File: src/inc/rcs_pkg.sv
// constants and types for the repeater configuration selector
package rcs_pkg;

  // ****************************************************************
  // four-level pin codes
  // ****************************************************************
  localparam logic [1:0] LVL_0 = 2'h0;
  localparam logic [1:0] LVL_R = 2'h1;
  localparam logic [1:0] LVL_F = 2'h2;
  localparam logic [1:0] LVL_1 = 2'h3;
  localparam int NUM_STRAPS = 10;
  localparam int CMP_W = 3;

  // ****************************************************************
  // configuration source state
  // ****************************************************************
  typedef enum logic [1:0] {
    ST_PIN = 2'b00,
    ST_LOAD = 2'b01,
    ST_SLAVE = 2'b10,
    ST_STALL = 2'b11
  } rcs_state_t;

  // ****************************************************************
  // register indices, byte address is four times the index
  // ****************************************************************
  localparam logic [7:0] IDX_STATUS = 8'h00;
  localparam logic [7:0] IDX_BOOST_A = 8'h01;
  localparam logic [7:0] IDX_BOOST_B = 8'h02;
  localparam logic [7:0] IDX_EMSW_A = 8'h03;
  localparam logic [7:0] IDX_EMSW_B = 8'h04;
  localparam logic [7:0] IDX_OVERRIDE = 8'h05;
  localparam logic [7:0] IDX_REG_EN = 8'h06;
  localparam logic [7:0] IDX_THRESH = 8'h07;

  // ****************************************************************
  // field positions
  // ****************************************************************
  localparam int REG_EN_BIT = 3;
  localparam int EMSW_EMPH_LSB = 0;
  localparam int EMSW_SWING_LSB = 3;
  localparam int OVR_TXOFF_EN = 0;
  localparam int OVR_TXOFF_VAL = 1;
  localparam int OVR_OPMODE_EN = 2;
  localparam int OVR_OPMODE_LSB = 3;
  localparam int OVR_THR_EN = 5;
  localparam int THR_A_LSB = 2;
  localparam int THR_B_LSB = 0;
  localparam int STAT_STATE_LSB = 0;
  localparam int STAT_SD_LSB = 2;
  localparam int STAT_ADDR_LSB = 4;

  // ****************************************************************
  // reset values
  // ****************************************************************
  localparam logic [7:0] RST_BOOST = 8'h00;
  localparam logic [7:0] RST_EMSW = 8'h18;
  localparam logic [7:0] RST_OVERRIDE = 8'h00;
  localparam logic [7:0] RST_REG_EN = 8'h00;
  localparam logic [7:0] RST_THRESH = 8'h00;

  // ****************************************************************
  // slave address and timing
  // ****************************************************************
  localparam logic [7:0] ADDR_BYTE_BASE = 8'hb0;
  localparam int CLK_PERIOD_NS = 20;
  localparam int DEB_TIME_NS = 1000;
  localparam int DEB_CYCLES = (DEB_TIME_NS + CLK_PERIOD_NS - 1) / CLK_PERIOD_NS;

endpackage

File: src/design/rcs_sync.sv
// three-stage synchroniser with stability debounce
`timescale 1ns/1ps
module rcs_sync #(
  parameter int WIDTH = 1,
  parameter int DEB_CYCLES = 1
) (
  // clock and reset
  input wire logic clk,
  input wire logic rst,
  // raw and settled values
  input wire logic [WIDTH-1:0] d_in,
  output logic [WIDTH-1:0] q_out
);

  localparam int CNT_W = (DEB_CYCLES > 1) ? $clog2(DEB_CYCLES) : 1;
  localparam logic [CNT_W-1:0] CNT_LAST = CNT_W'(DEB_CYCLES - 1);

  logic [WIDTH-1:0] s1;
  logic [WIDTH-1:0] s2;
  logic [WIDTH-1:0] s3;
  logic [CNT_W-1:0] cnt;

  // ****************************************************************
  // synchroniser chain
  // ****************************************************************
  always_ff @(posedge clk)
  begin
    if (rst)
    begin
      s1 <= '0;
      s2 <= '0;
      s3 <= '0;
    end
    else
    begin
      s1 <= d_in;
      s2 <= s1;
      s3 <= s2;
    end
  end

  // ****************************************************************
  // accept once stages two and three agree long enough
  // ****************************************************************
  always_ff @(posedge clk)
  begin
    if (rst)
    begin
      cnt <= '0;
      q_out <= '0;
    end
    else if (s2 == s3 && s3 != q_out)
    begin
      if (cnt == CNT_LAST)
      begin
        q_out <= s3;
        cnt <= '0;
      end
      else
      begin
        cnt <= cnt + 1'b1;
      end
    end
    else
    begin
      cnt <= '0;
    end
  end

endmodule

File: src/design/rcs_top.sv
// repeater configuration source selection, pin decode and register file
// Contract
// - mode strap picks pin, slave or load
// - detector hysteresis gates each channel output
// - comparator thresholds resolve four pin levels
// - pin mode: each side own boost and emphasis pins
// - threshold pin levels map to codes
// - slave mode: settings come from registers
// - setting writes blocked until enable bit
// - setting pins become four address straps
// - control pins rule until override set
// - overridden pin ignored until pin mode
// - transmit off leaves registers unchanged
// - master mode loads own eeprom section
// - successful load enters slave, releases bus
// - failed load stalls, bus stays silent
// - pins reach only sixteen boost codes
// - boost codes for high pin 0, R
// - boost codes for high pin F, 1
// - pin mode: swing and emphasis paired
// - emphasis pin levels map to codes
// - swing pin levels map to codes
// - slave address is base plus straps
//
// Implementation choices: the address map and register access over AHB-Lite.
`timescale 1ns/1ps
module rcs_top
  import rcs_pkg::*;
(
  // clock and reset
  input wire logic REF_CLK,
  input wire logic SYS_RST,
  // ahb-lite register slave
  input wire logic HSEL,
  input wire logic [7:0] HADDR,
  input wire logic [1:0] HTRANS,
  input wire logic HWRITE,
  input wire logic [2:0] HSIZE,
  input wire logic [31:0] HWDATA,
  input wire logic HREADY,
  output logic [31:0] HRDATA,
  output logic HREADYOUT,
  output logic HRESP,
  // four-level straps as comparator triples above 0.2, 0.5, 0.8
  input wire logic [2:0] CONFIG_SOURCE_STRAP,
  input wire logic [2:0] DETECT_LEVEL_STRAP,
  input wire logic [2:0] SIDE_A_BOOST_HI,
  input wire logic [2:0] SIDE_A_BOOST_LO,
  input wire logic [2:0] SIDE_B_BOOST_HI,
  input wire logic [2:0] SIDE_B_BOOST_LO,
  input wire logic [2:0] EMPH_STRAP_A,
  input wire logic [2:0] EMPH_STRAP_B,
  input wire logic [2:0] SWING_SELECT_STRAP,
  input wire logic [2:0] OPMODE_STRAP,
  // two-level pins and detector comparators
  input wire logic TRANSMIT_OFF_PIN,
  input wire logic [1:0] SD_ABOVE_ASSERT,
  input wire logic [1:0] SD_BELOW_DEASSERT,
  // eeprom load engine
  input wire logic LD_WR,
  input wire logic [7:0] LD_IDX,
  input wire logic [7:0] LD_DATA,
  input wire logic LD_OK,
  input wire logic LD_FAIL,
  output logic LOAD_REQ,
  output logic [6:0] LOAD_SECTION,
  output logic SLAVE_EN,
  // settings to the datapath
  output logic [7:0] BOOST_A,
  output logic [7:0] BOOST_B,
  output logic [2:0] EMPH_A,
  output logic [2:0] EMPH_B,
  output logic [2:0] SWING_A,
  output logic [2:0] SWING_B,
  output logic [1:0] THRESH_A,
  output logic [1:0] THRESH_B,
  output logic [1:0] OPMODE,
  output logic TX_OFF,
  output logic [1:0] OUT_EN,
  output logic [6:0] SLAVE_ADDR,
  output logic [1:0] CFG_STATE
);

  // ****************************************************************
  // level and code functions
  // ****************************************************************
  function automatic logic [1:0] resolve(input logic [2:0] cmp);
    logic [1:0] lvl;
    lvl = LVL_0;
    if (cmp[2])
      lvl = LVL_1;
    else if (cmp[1])
      lvl = LVL_F;
    else if (cmp[0])
      lvl = LVL_R;
    return lvl;
  endfunction

  function automatic logic [7:0] boost_map(input logic [1:0] hi, input logic [1:0] lo);
    logic [7:0] c;
    c = 8'h00;
    unique case ({hi, lo})
      {LVL_0, LVL_0}: c = 8'h00;
      {LVL_0, LVL_R}: c = 8'h01;
      {LVL_0, LVL_F}: c = 8'h02;
      {LVL_0, LVL_1}: c = 8'h03;
      {LVL_R, LVL_0}: c = 8'h07;
      {LVL_R, LVL_R}: c = 8'h15;
      {LVL_R, LVL_F}: c = 8'h0b;
      {LVL_R, LVL_1}: c = 8'h0f;
      {LVL_F, LVL_0}: c = 8'h55;
      {LVL_F, LVL_R}: c = 8'h1f;
      {LVL_F, LVL_F}: c = 8'h2f;
      {LVL_F, LVL_1}: c = 8'h3f;
      {LVL_1, LVL_0}: c = 8'haa;
      {LVL_1, LVL_R}: c = 8'h7f;
      {LVL_1, LVL_F}: c = 8'hbf;
      {LVL_1, LVL_1}: c = 8'hff;
    endcase
    return c;
  endfunction

  // returns {swing, emphasis} as one fixed pair
  function automatic logic [5:0] emsw_map(input logic [1:0] sw, input logic [1:0] em);
    logic [2:0] e;
    logic [2:0] s;
    e = 3'h0;
    s = 3'h0;
    if (sw == LVL_1)
    begin
      unique case (em)
        LVL_0: e = 3'h0;
        LVL_F: e = 3'h1;
        LVL_R: e = 3'h1;
        LVL_1: e = 3'h2;
      endcase
      s = (em == LVL_0 || em == LVL_F) ? 3'h4 : 3'h6;
    end
    else
    begin
      unique case (em)
        LVL_0: e = 3'h0;
        LVL_F: e = 3'h2;
        LVL_R: e = 3'h3;
        LVL_1: e = 3'h5;
      endcase
      unique case (sw)
        LVL_0: s = 3'h0;
        LVL_F: s = 3'h3;
        LVL_R: s = 3'h5;
        LVL_1: s = 3'h0;
      endcase
    end
    return {s, e};
  endfunction

  function automatic logic [1:0] thresh_map(input logic [1:0] lvl);
    logic [1:0] c;
    c = 2'h0;
    unique case (lvl)
      LVL_0: c = 2'h2;
      LVL_R: c = 2'h1;
      LVL_F: c = 2'h0;
      LVL_1: c = 2'h3;
    endcase
    return c;
  endfunction

  // ****************************************************************
  // strap synchronisation and debounce
  // ****************************************************************
  logic [NUM_STRAPS*CMP_W-1:0] strap_raw;
  logic [NUM_STRAPS*CMP_W-1:0] strap_cmp;
  logic [4:0] fast_raw;
  logic [4:0] fast_q;

  assign strap_raw = {OPMODE_STRAP, SWING_SELECT_STRAP, EMPH_STRAP_B, EMPH_STRAP_A,
    SIDE_B_BOOST_LO, SIDE_B_BOOST_HI, SIDE_A_BOOST_LO, SIDE_A_BOOST_HI,
    DETECT_LEVEL_STRAP, CONFIG_SOURCE_STRAP};
  assign fast_raw = {SD_BELOW_DEASSERT, SD_ABOVE_ASSERT, TRANSMIT_OFF_PIN};

  rcs_sync #(
    .WIDTH(NUM_STRAPS * CMP_W),
    .DEB_CYCLES(DEB_CYCLES)
  ) u_strap_sync (
    .clk(REF_CLK),
    .rst(SYS_RST),
    .d_in(strap_raw),
    .q_out(strap_cmp)
  );

  rcs_sync #(
    .WIDTH(5),
    .DEB_CYCLES(1)
  ) u_fast_sync (
    .clk(REF_CLK),
    .rst(SYS_RST),
    .d_in(fast_raw),
    .q_out(fast_q)
  );

  logic [1:0] lv_src;
  logic [1:0] lv_thr;
  logic [1:0] lv_ahi;
  logic [1:0] lv_alo;
  logic [1:0] lv_bhi;
  logic [1:0] lv_blo;
  logic [1:0] lv_ema;
  logic [1:0] lv_emb;
  logic [1:0] lv_sw;
  logic [1:0] lv_op;

  assign lv_src = resolve(strap_cmp[2:0]);
  assign lv_thr = resolve(strap_cmp[5:3]);
  assign lv_ahi = resolve(strap_cmp[8:6]);
  assign lv_alo = resolve(strap_cmp[11:9]);
  assign lv_bhi = resolve(strap_cmp[14:12]);
  assign lv_blo = resolve(strap_cmp[17:15]);
  assign lv_ema = resolve(strap_cmp[20:18]);
  assign lv_emb = resolve(strap_cmp[23:21]);
  assign lv_sw = resolve(strap_cmp[26:24]);
  assign lv_op = resolve(strap_cmp[29:27]);

  // ****************************************************************
  // configuration source state machine
  // ****************************************************************
  rcs_state_t state;

  always_ff @(posedge REF_CLK)
  begin
    if (SYS_RST)
      state <= ST_PIN;
    else if (lv_src == LVL_0)
      state <= ST_PIN;
    else
    begin
      unique case (state)
        ST_PIN: state <= (lv_src == LVL_1) ? ST_SLAVE : ST_LOAD;
        ST_LOAD:
        begin
          if (LD_FAIL)
            state <= ST_STALL;
          else if (LD_OK)
            state <= ST_SLAVE;
        end
        ST_SLAVE: state <= ST_SLAVE;
        ST_STALL: state <= ST_STALL;
      endcase
    end
  end

  assign LOAD_REQ = (state == ST_LOAD);
  assign SLAVE_EN = (state == ST_SLAVE);
  assign CFG_STATE = state;

  // ****************************************************************
  // slave address from the setting straps
  // ****************************************************************
  logic [3:0] ad;
  assign ad = {lv_ahi[1], lv_alo[1], lv_bhi[1], lv_blo[1]};
  assign SLAVE_ADDR = ADDR_BYTE_BASE[7:1] + {3'h0, ad};
  assign LOAD_SECTION = SLAVE_ADDR;

  // ****************************************************************
  // ahb-lite slave
  // ****************************************************************
  logic wr_pend;
  logic rd_pend;
  logic [7:0] ph_idx;
  logic addr_ok;
  logic [7:0] reg_boost_a;
  logic [7:0] reg_boost_b;
  logic [7:0] reg_emsw_a;
  logic [7:0] reg_emsw_b;
  logic [7:0] reg_ovr;
  logic [7:0] reg_en;
  logic [7:0] reg_thr;
  logic [7:0] rd_val;
  logic [1:0] sd_on;

  assign addr_ok = HSEL && HREADY && HTRANS[1];
  assign HREADYOUT = !rd_pend;
  assign HRESP = 1'b0;

  always_ff @(posedge REF_CLK)
  begin
    if (SYS_RST)
    begin
      wr_pend <= 1'b0;
      rd_pend <= 1'b0;
      ph_idx <= 8'h00;
    end
    else
    begin
      wr_pend <= addr_ok && HWRITE;
      rd_pend <= addr_ok && !HWRITE;
      if (addr_ok)
        ph_idx <= {2'h0, HADDR[7:2]};
    end
  end

  always_comb
  begin
    rd_val = 8'h00;
    unique case (ph_idx)
      IDX_STATUS: rd_val = {SLAVE_ADDR[3:0], sd_on, state};
      IDX_BOOST_A: rd_val = reg_boost_a;
      IDX_BOOST_B: rd_val = reg_boost_b;
      IDX_EMSW_A: rd_val = reg_emsw_a;
      IDX_EMSW_B: rd_val = reg_emsw_b;
      IDX_OVERRIDE: rd_val = reg_ovr;
      IDX_REG_EN: rd_val = reg_en;
      IDX_THRESH: rd_val = reg_thr;
      default: rd_val = 8'h00;
    endcase
  end

  always_ff @(posedge REF_CLK)
  begin
    if (SYS_RST)
      HRDATA <= 32'h0000_0000;
    else if (rd_pend)
      HRDATA <= {24'h00_0000, rd_val};
  end

  // ****************************************************************
  // register file
  // ****************************************************************
  logic sw_wr;
  logic ld_wr;
  logic [7:0] w_idx;
  logic [7:0] w_dat;

  assign ld_wr = LD_WR && (state == ST_LOAD);
  assign sw_wr = wr_pend && (reg_en[REG_EN_BIT] || ph_idx == IDX_REG_EN);
  assign w_idx = ld_wr ? LD_IDX : ph_idx;
  assign w_dat = ld_wr ? LD_DATA : HWDATA[7:0];

  always_ff @(posedge REF_CLK)
  begin
    if (SYS_RST)
    begin
      reg_boost_a <= RST_BOOST;
      reg_boost_b <= RST_BOOST;
      reg_emsw_a <= RST_EMSW;
      reg_emsw_b <= RST_EMSW;
      reg_en <= RST_REG_EN;
      reg_thr <= RST_THRESH;
    end
    else if (ld_wr || sw_wr)
    begin
      unique case (w_idx)
        IDX_BOOST_A: reg_boost_a <= w_dat;
        IDX_BOOST_B: reg_boost_b <= w_dat;
        IDX_EMSW_A: reg_emsw_a <= w_dat;
        IDX_EMSW_B: reg_emsw_b <= w_dat;
        IDX_REG_EN: reg_en <= w_dat;
        IDX_THRESH: reg_thr <= w_dat;
        default: reg_en <= reg_en;
      endcase
    end
  end

  // override flags drop when the strap returns to pin control
  always_ff @(posedge REF_CLK)
  begin
    if (SYS_RST)
      reg_ovr <= RST_OVERRIDE;
    else if (state == ST_PIN)
      reg_ovr <= RST_OVERRIDE;
    else if ((ld_wr || sw_wr) && w_idx == IDX_OVERRIDE)
      reg_ovr <= w_dat;
  end

  // ****************************************************************
  // setting selection
  // ****************************************************************
  logic use_regs;
  logic [5:0] pin_emsw_a;
  logic [5:0] pin_emsw_b;

  assign use_regs = (state != ST_PIN);
  assign pin_emsw_a = emsw_map(lv_sw, lv_ema);
  assign pin_emsw_b = emsw_map(lv_sw, lv_emb);

  always_ff @(posedge REF_CLK)
  begin
    if (SYS_RST)
    begin
      BOOST_A <= RST_BOOST;
      BOOST_B <= RST_BOOST;
      EMPH_A <= RST_EMSW[EMSW_EMPH_LSB +: 3];
      EMPH_B <= RST_EMSW[EMSW_EMPH_LSB +: 3];
      SWING_A <= RST_EMSW[EMSW_SWING_LSB +: 3];
      SWING_B <= RST_EMSW[EMSW_SWING_LSB +: 3];
    end
    else if (use_regs)
    begin
      BOOST_A <= reg_boost_a;
      BOOST_B <= reg_boost_b;
      EMPH_A <= reg_emsw_a[EMSW_EMPH_LSB +: 3];
      EMPH_B <= reg_emsw_b[EMSW_EMPH_LSB +: 3];
      SWING_A <= reg_emsw_a[EMSW_SWING_LSB +: 3];
      SWING_B <= reg_emsw_b[EMSW_SWING_LSB +: 3];
    end
    else
    begin
      BOOST_A <= boost_map(lv_ahi, lv_alo);
      BOOST_B <= boost_map(lv_bhi, lv_blo);
      EMPH_A <= pin_emsw_a[2:0];
      EMPH_B <= pin_emsw_b[2:0];
      SWING_A <= pin_emsw_a[5:3];
      SWING_B <= pin_emsw_b[5:3];
    end
  end

  // pin-ruled controls, each with its own override
  always_ff @(posedge REF_CLK)
  begin
    if (SYS_RST)
    begin
      THRESH_A <= RST_THRESH[THR_A_LSB +: 2];
      THRESH_B <= RST_THRESH[THR_B_LSB +: 2];
      OPMODE <= LVL_0;
      TX_OFF <= 1'b0;
    end
    else
    begin
      if (use_regs && reg_ovr[OVR_THR_EN])
      begin
        THRESH_A <= reg_thr[THR_A_LSB +: 2];
        THRESH_B <= reg_thr[THR_B_LSB +: 2];
      end
      else
      begin
        THRESH_A <= thresh_map(lv_thr);
        THRESH_B <= thresh_map(lv_thr);
      end
      if (use_regs && reg_ovr[OVR_OPMODE_EN])
        OPMODE <= reg_ovr[OVR_OPMODE_LSB +: 2];
      else
        OPMODE <= lv_op;
      if (use_regs && reg_ovr[OVR_TXOFF_EN])
        TX_OFF <= reg_ovr[OVR_TXOFF_VAL];
      else
        TX_OFF <= fast_q[0];
    end
  end

  // ****************************************************************
  // signal detect hysteresis and output gating
  // ****************************************************************
  always_ff @(posedge REF_CLK)
  begin
    if (SYS_RST)
      sd_on <= 2'h0;
    else
    begin
      for (int i = 0; i < 2; i++)
      begin
        if (fast_q[3 + i])
          sd_on[i] <= 1'b0;
        else if (fast_q[1 + i])
          sd_on[i] <= 1'b1;
      end
    end
  end

  // transmit off only gates outputs, registers are untouched
  assign OUT_EN = sd_on & {2{!TX_OFF}};

endmodule

File: config.mk
export PLATFORM = sky130hd
export DESIGN_NAME = rcs_top
export DESIGN_NICKNAME = d
export VERILOG_FILES = /design/src/inc/rcs_pkg.sv /design/src/design/rcs_sync.sv /design/src/design/rcs_top.sv
export SDC_FILE = /design/constraint.sdc
export NUM_CORES = 1
export LEC_CHECK = 0
export BUFFER_PORTS_ARGS = -buffer_cell sky130_fd_sc_hd__buf_4
export CORE_ASPECT_RATIO = 1.75
export CORE_MARGIN = 2
export CORE_UTILIZATION = 60
export DETAILED_ROUTE_END_ITERATION = 8
export PLACE_DENSITY = 0.83
export SLEW_MARGIN = 15
export SYNTH_ARGS = -nofsm -noshare
export SYNTH_HDL_FRONTEND = slang
export SYNTH_SLANG_ARGS = --single-unit
File: constraint.sdc
create_clock -name REF_CLK -period 3.1 [get_ports REF_CLK]
set_input_delay 0.62 -clock REF_CLK [delete_from_list [all_inputs] [get_ports REF_CLK]]
set_output_delay 0.62 -clock REF_CLK [all_outputs]
set_load 0.05 [all_outputs]
== Word-level counts from Yosys, hierarchy flattened ==
Memory sizes are Yosys's and may differ from the RTL's.
Index checks and enable logic that the tools add are counted.

* Bits in registers: 258
* Logic and storage cells: 181
* Memories kept: 2
* ROM bits: 256
* Input port bits: 104

* Multiplexer cells: 59
* Reduce and logical (&&, ||, !) cells: 43
* Bitwise operators: 4
* $add $sub $neg: 3
* Eq/ne operators: 36

{| class="wikitable"
|+ Memories
! name !! depth !! bits a word !! rd ports !! clocked after Yosys merged registers in !! wr ports !! RTL line !! source
|-
| (name not given) || 16 || 8 || 1 || 0 || 0 || rcs_top.sv:102 || <nowiki>unique case ({hi, lo})</nowiki>
|-
| (name not given) || 16 || 8 || 1 || 0 || 0 || rcs_top.sv:102 ||
|}

{| class="wikitable"
|+ Operator list
! kind !! number
|-
| $pmux W8 S8 || 1
|-
| $mux W2 || 28
|-
| $eq A8 B3 Y1 const B || 4
|-
| $mux W8 || 4
|-
| $eq A30 B30 Y1 || 1
|-
| $ne A30 B30 Y1 || 1
|-
| $pmux W3 S3 || 3
|-
| $eq A6 B3 Y1 const B || 4
|-
| $mux W3 || 8
|-
| $pmux W3 S4 || 2
|-
| $eq A2 B2 Y1 const B || 11
|-
| $eq A8 B2 Y1 const B || 2
|-
| $pmux W2 S4 || 2
|-
| $reduce_and A2 Y1 || 8
|-
| $eq A6 B2 Y1 const B || 2
|-
| $logic_and A1 B1 Y1 || 12
|-
| $logic_not A2 Y1 || 6
|-
| $reduce_or A2 Y1 || 6
|-
| $mux W1 || 11
|-
| $eq A2 B1 Y1 const B || 5
|-
| $eq A8 B1 Y1 const B || 1
|-
| $logic_not A8 Y1 || 1
|-
| $add A7 B4 Y7 const A || 1
|-
| $add A6 B1 Y6 const B || 1
|-
| other kinds (12) || 20
|}

== Longest topological paths before layout ==
* Depth after elaboration: 8
* Gate-level depth with buffers: 10

== Cells and area by module ==
Synthesis repeated with hierarchy kept, for this count alone.

* Cell total of the unflattened synthesis: 1111
* Area total of the unflattened synthesis: 10759.1 um2

{| class="wikitable"
|+ Modules (own cells, without submodules)
! module !! area an instance (um2) !! cells an instance !! sequential area each (um2) !! times used
|-
| rcs_top || 5422.7 || 622 || 2222.1 || 1
|-
| rcs_sync (u_strap_sync) || 4628.2 || 428 || 2522.4 || 1
|-
| rcs_sync (u_fast_sync) || 708.2 || 61 || 420.4 || 1
|}

== Worst setup path before layout ==
Ideal clock, no wire load.

* Kind: register -> output
* Start: register u_strap_sync.q_out[7]
* End: output SLAVE_ADDR[5]
* Arrival: 2.185 ns
* Setup slack: 0.295 ns
* Data required time: 2.480 ns
* Stages on the path, launching flop included: 5
* Path buffers: 2
* Cells stage by stage: dfxtp_1 -> buf_2 -> nor2_1 -> inv_1 -> buf_4

* Cells in the longest elaborated chain, start to end: 3

{| class="wikitable"
|+ RTL lines
! item !! RTL line !! source
|-
| start: declaration || rcs_sync.sv:12 || <nowiki>output logic [WIDTH-1:0] q_out</nowiki>
|-
| start signal: assignment || rcs_sync.sv:50 || <nowiki>q_out <= '0;</nowiki>
|-
| start signal: assignment || rcs_sync.sv:56 || <nowiki>q_out <= s3;</nowiki>
|-
| $mux W2 || rcs_top.sv:92 || <nowiki>else if (cmp[1])</nowiki>
|-
| $mux W2 || rcs_top.sv:90 || <nowiki>if (cmp[2])</nowiki>
|-
| $add A7 B4 Y7 || rcs_top.sv:261 || <nowiki>assign SLAVE_ADDR = ADDR_BYTE_BASE[7:1] + {3'h0, ad};</nowiki>
|-
| end: declaration || rcs_top.sv:80 || <nowiki>output logic [6:0] SLAVE_ADDR,</nowiki>
|}

No other way between the ends.

== Worst setup path in the final report ==
* Start: register u_strap_sync.s3[22]
* End: register u_strap_sync.q_out[8]

* Cells in the longest elaborated chain, start to end: 3
* Elaborated cells between the ends (all ways): 4
* Classes of those cells: 2 x eq/ne; 2 x reduce/logical

{| class="wikitable"
|+ RTL lines
! item !! RTL line !! source
|-
| start: declaration || rcs_sync.sv:20 || <nowiki>logic [WIDTH-1:0] s3;</nowiki>
|-
| start signal: assignment || rcs_sync.sv:32 || <nowiki>s3 <= '0;</nowiki>
|-
| start signal: assignment || rcs_sync.sv:38 || <nowiki>s3 <= s2;</nowiki>
|-
| $eq A30 B30 Y1 or $ne A30 B30 Y1 (tied branches) || rcs_sync.sv:52 || <nowiki>else if (s2 == s3 && s3 != q_out)</nowiki>
|-
| $logic_and A1 B1 Y1 (*) || rcs_sync.sv:52 ||
|-
| $reduce_and A2 Y1 (no source line) (*) || - ||
|}

Mark *: on every way between the ends. The rest lies on a longest branch, timed or not.
A chain may end at the register's enable or synchronous reset.

==> impl_metrics.env <==
export IMPL_outcome="finished clean"
export IMPL_syn_cell_area_um2=10700
export IMPL_pin_count=193
export IMPL_drv_slew=0
export IMPL_critical_path_cell_chain="xnor2_1 > nand4_1 > nor4_1 > o211ai_1 > nor3b_2 > buf_4 > mux2i_1"
export IMPL_fmax_ghz=0.404
export IMPL_ys_warn_count=0
export IMPL_io_buffers=135
export IMPL_syn_to_final_growth_pct=16.7
export IMPL_worstPathRequired_ns=3.53
export IMPL_hp_start="HWRITE"
export IMPL_layout_common_cells="258 x dfxtp_1, 146 x buf_4, 114 x nor2b_1"
export IMPL_critPathLaunchType="flop"
export IMPL_rsz0062_at_grt="false"
export IMPL_wl_um=24300
export IMPL_final_common_cell="dfxtp_1"
export IMPL_hold_viol=0
export IMPL_antenna_cells=0
export IMPL_yosys_area_top_type="dfxtp_1"
export IMPL_grt_max_degree=87
export IMPL_drtIter0Drc=409
export IMPL_drc=0
export IMPL_clock_tree_root_cell="clkbuf_16"
export IMPL_postCtsSetupBuffers=0
export IMPL_synth_flop_cell="dfxtp_1"
export IMPL_numCtsBuffers=23
export IMPL_grt_total_usage_pct=25.2
export IMPL_drv_cap=0
export IMPL_critical_path_arrival_ns=2.91
export IMPL_fin_skew_ns=0.0133
export IMPL_cp_max_fo=30
export IMPL_power_mw=6.89
export IMPL_die_h_um=180
export IMPL_cts_tree="done"
export IMPL_synth_edff_count=0
export IMPL_finalCritPeriodShare_pct=79.9
export IMPL_hold_path_endpoint="rd_pend"
export IMPL_r2r_slack_ns=0.62
export IMPL_crit_type="flop to flop"
export IMPL_fp_row_count=64
export IMPL_n_fill_cell=1355
export IMPL_cellPowerDensity_nw_per_um2=553
export IMPL_ctsHoldBuffers=0
export IMPL_ys_seq_elements=258
export IMPL_overflow=0
export IMPL_cts_sinks=258
export IMPL_slowest_stage="buf_4"
export IMPL_worstReg2RegEnd="u_strap_sync.q_out[8]"
export IMPL_cts_max_level=1
export IMPL_fin_tns_setup_ns=0
export IMPL_ir_worst_vdd_uv=435
export IMPL_ctsResizeCount=0
export IMPL_gp_congestion=0.940
export IMPL_synth_area_leaders="dfxtp_1 48%, nor2b_1 6.7%, mux2i_1 6.4%"
export IMPL_synth_async_reset_ratio_pct=0
export IMPL_antenna_found_initial=0
export IMPL_clkTransAtPathRegs_ns=0.07
export IMPL_ys_types=57
export IMPL_start_util_pct=61.1
export IMPL_die_area_um2=18900
export IMPL_p_leak_nw=5.24
export IMPL_rr_worst_depth=7
export IMPL_syn_inst=1133
export IMPL_min_path_cells=2
export IMPL_grt_pass1_wl_um=38200
export IMPL_synth_seq_area_share_pct=48.4
export IMPL_nNetsFinal=1340
export IMPL_tightest_slew_ns=0.745
export IMPL_crit_path_end_kind="flop"
export IMPL_slowest_delay_ns=0.46
export IMPL_clock_latency_ns=0.51
export IMPL_fin_crit_ns=2.48
export IMPL_slew_headroom_pct=48.9
export IMPL_cts_max_path_buffers=3
export IMPL_fin_util_pct=71.3
export IMPL_hold_class="input port to flop"
export IMPL_core_um2=17500
export IMPL_ant_nets=0
export IMPL_fp_dieW_um=105
export IMPL_drive_above_1_share_pct=16.6
export IMPL_firstDrtPassIters=6
export IMPL_vias_per_cell=5.37
export IMPL_grt_pass1_vias=7583
export IMPL_synth_top_area_share_pct=48.4
export IMPL_via_count=7915
export IMPL_syn_avg_cell_area_um2=9.42
export IMPL_wl_per_cell_um=16.5
export IMPL_r2r_start="u_strap_sync.s3[22]"
export IMPL_finalSetupViolations=0
export IMPL_post_dp_hpwl_um=17900
==> layout make-up <==
cell class / count / area (um2) / area share, %
sequential: 258 / 5160 / 41.5
multi-input combinational: 779 / 4960 / 39.9
tap: 231 / 289 / 2.32
clock inverter: 11 / 188 / 1.51
inverter: 19 / 71.3 / 0.573
clock buffer: 28 / 624 / 5.02
timing repair buffer: 149 / 1150 / 9.22
==> metrics by stage <==
step / instances / hold WS [ns] / instance area [um2] / setup WS (ns)
detailed placement: 1436 / 0.420 / 11600 / 0.580
floorplan: 1159 / 0.400 / 10800 / 0.295
global placement: 1436 / 0.410 / 11600 / 0.643
CTS: 1475 / 0.281 / 12400 / 0.635
global route: 1475 / 0.280 / 12400 / 0.485
finish: 1475 / 0.290 / 12400 / 0.623
==> worst max path at each step <==
stage                           from                     to  slack [ns]  cells after the start
2_1_floorplan  u_strap_sync.q_out[7]          SLAVE_ADDR[5]        0.30                      4
3_3_place_gp                   LD_WR          reg_emsw_a[0]        0.64                      6
3_5_place_dp                   LD_WR          reg_emsw_a[5]        0.58                      6
4_1_cts        u_strap_sync.q_out[8]        LOAD_SECTION[3]        0.63                      3
5_1_grt                 CFG_STATE[1]          reg_emsw_a[6]        0.49                      6
6_report         u_strap_sync.s3[22]  u_strap_sync.q_out[8]        0.62                      7
==> metal layers <==
layer	GRT usage, %	vias up	wire (um)
met5	0	-	0
met4	17.0	0	1780
met3	3.04	78	1120
met2	46.4	259	12800
met1	26.4	3645	8590
li1	-	3933	-
==> cell usage after synthesis, types with 2 or more instances <==
| master | number |
|---|---|
| a211o_1 | 4 |
| a211oi_1 | 40 |
| a211oi_2 | 2 |
| a21oi_1 | 44 |
| a221o_1 | 3 |
| a221oi_1 | 5 |
| a22o_1 | 4 |
| a22oi_1 | 25 |
| a31o_2 | 3 |
| and3_1 | 3 |
| and3b_1 | 3 |
| and4b_1 | 2 |
| buf_1 | 4 |
| buf_2 | 7 |
| buf_4 | 41 |
| buf_6 | 3 |
| clkbuf_1 | 48 |
| conb_1 | 2 |
| dfxtp_1 | 258 |
| ha_1 | 6 |
| inv_1 | 18 |
| mux2i_1 | 68 |
| nand2_1 | 75 |
| nand2b_1 | 63 |
| nand3_1 | 9 |
| nand3_2 | 2 |
| nand3b_1 | 3 |
| nand4_1 | 11 |
| nor2_1 | 111 |
| nor2b_1 | 114 |
| nor3_1 | 20 |
| nor3_4 | 2 |
| nor3b_1 | 2 |
| nor4_1 | 11 |
| o211ai_1 | 4 |
| o21a_1 | 4 |
| o21ai_0 | 18 |
| o221ai_1 | 2 |
| or2_2 | 4 |
| xnor2_1 | 36 |
| xor2_1 | 33 |
==> report_power, final <==
group	total (mW)	internal [mW]	switching, mW	leakage, nW
Sequential	3.41	3.38	0.0364	2.10
Combinational	0.425	0.173	0.251	2.74
Clock	3.05	1.85	1.20	0.402
==> registers in the layout (all words and copies together), names as in the netlist, 5 cells and up <==
signal / cells
u_fast_sync.s3: 5
BOOST_B: 8
reg_boost_b: 8
u_fast_sync.q_out: 5
u_strap_sync.s3: 30
ph_idx: 6
u_strap_sync.s2: 30
reg_emsw_b: 8
HRDATA: 8
reg_ovr: 8
u_fast_sync.s2: 5
u_fast_sync.s1: 5
u_strap_sync.q_out: 30
reg_boost_a: 8
u_strap_sync.cnt: 6
BOOST_A: 8
reg_en: 8
reg_emsw_a: 8
u_strap_sync.s1: 30
reg_thr: 8
==> cells by family after synthesis <==
group           after synthesis  synth area share (%)
mux                          70                  6.61
fa+ha+maj                     6                 0.704
buf+inv                     122                  6.03
other cells                   2                0.0704
xor+xnor                     69                  5.66
simple gates                443                  22.0
flops                       258                  48.4
compound gates              163                  10.5
==> critical path: cells and delay by family (launching register included) <==
kind	cells	cell delay [ns]
AND/OR/NAND/NOR	3	0.71
multiplexers	1	0.26
XOR/XNOR	1	0.39
AO/OA/AOI/OAI	1	0.23
buffers and inverters	1	0.46
flip-flops	1	0.34
No activity file was read; power rests on OpenSTA's default activity.
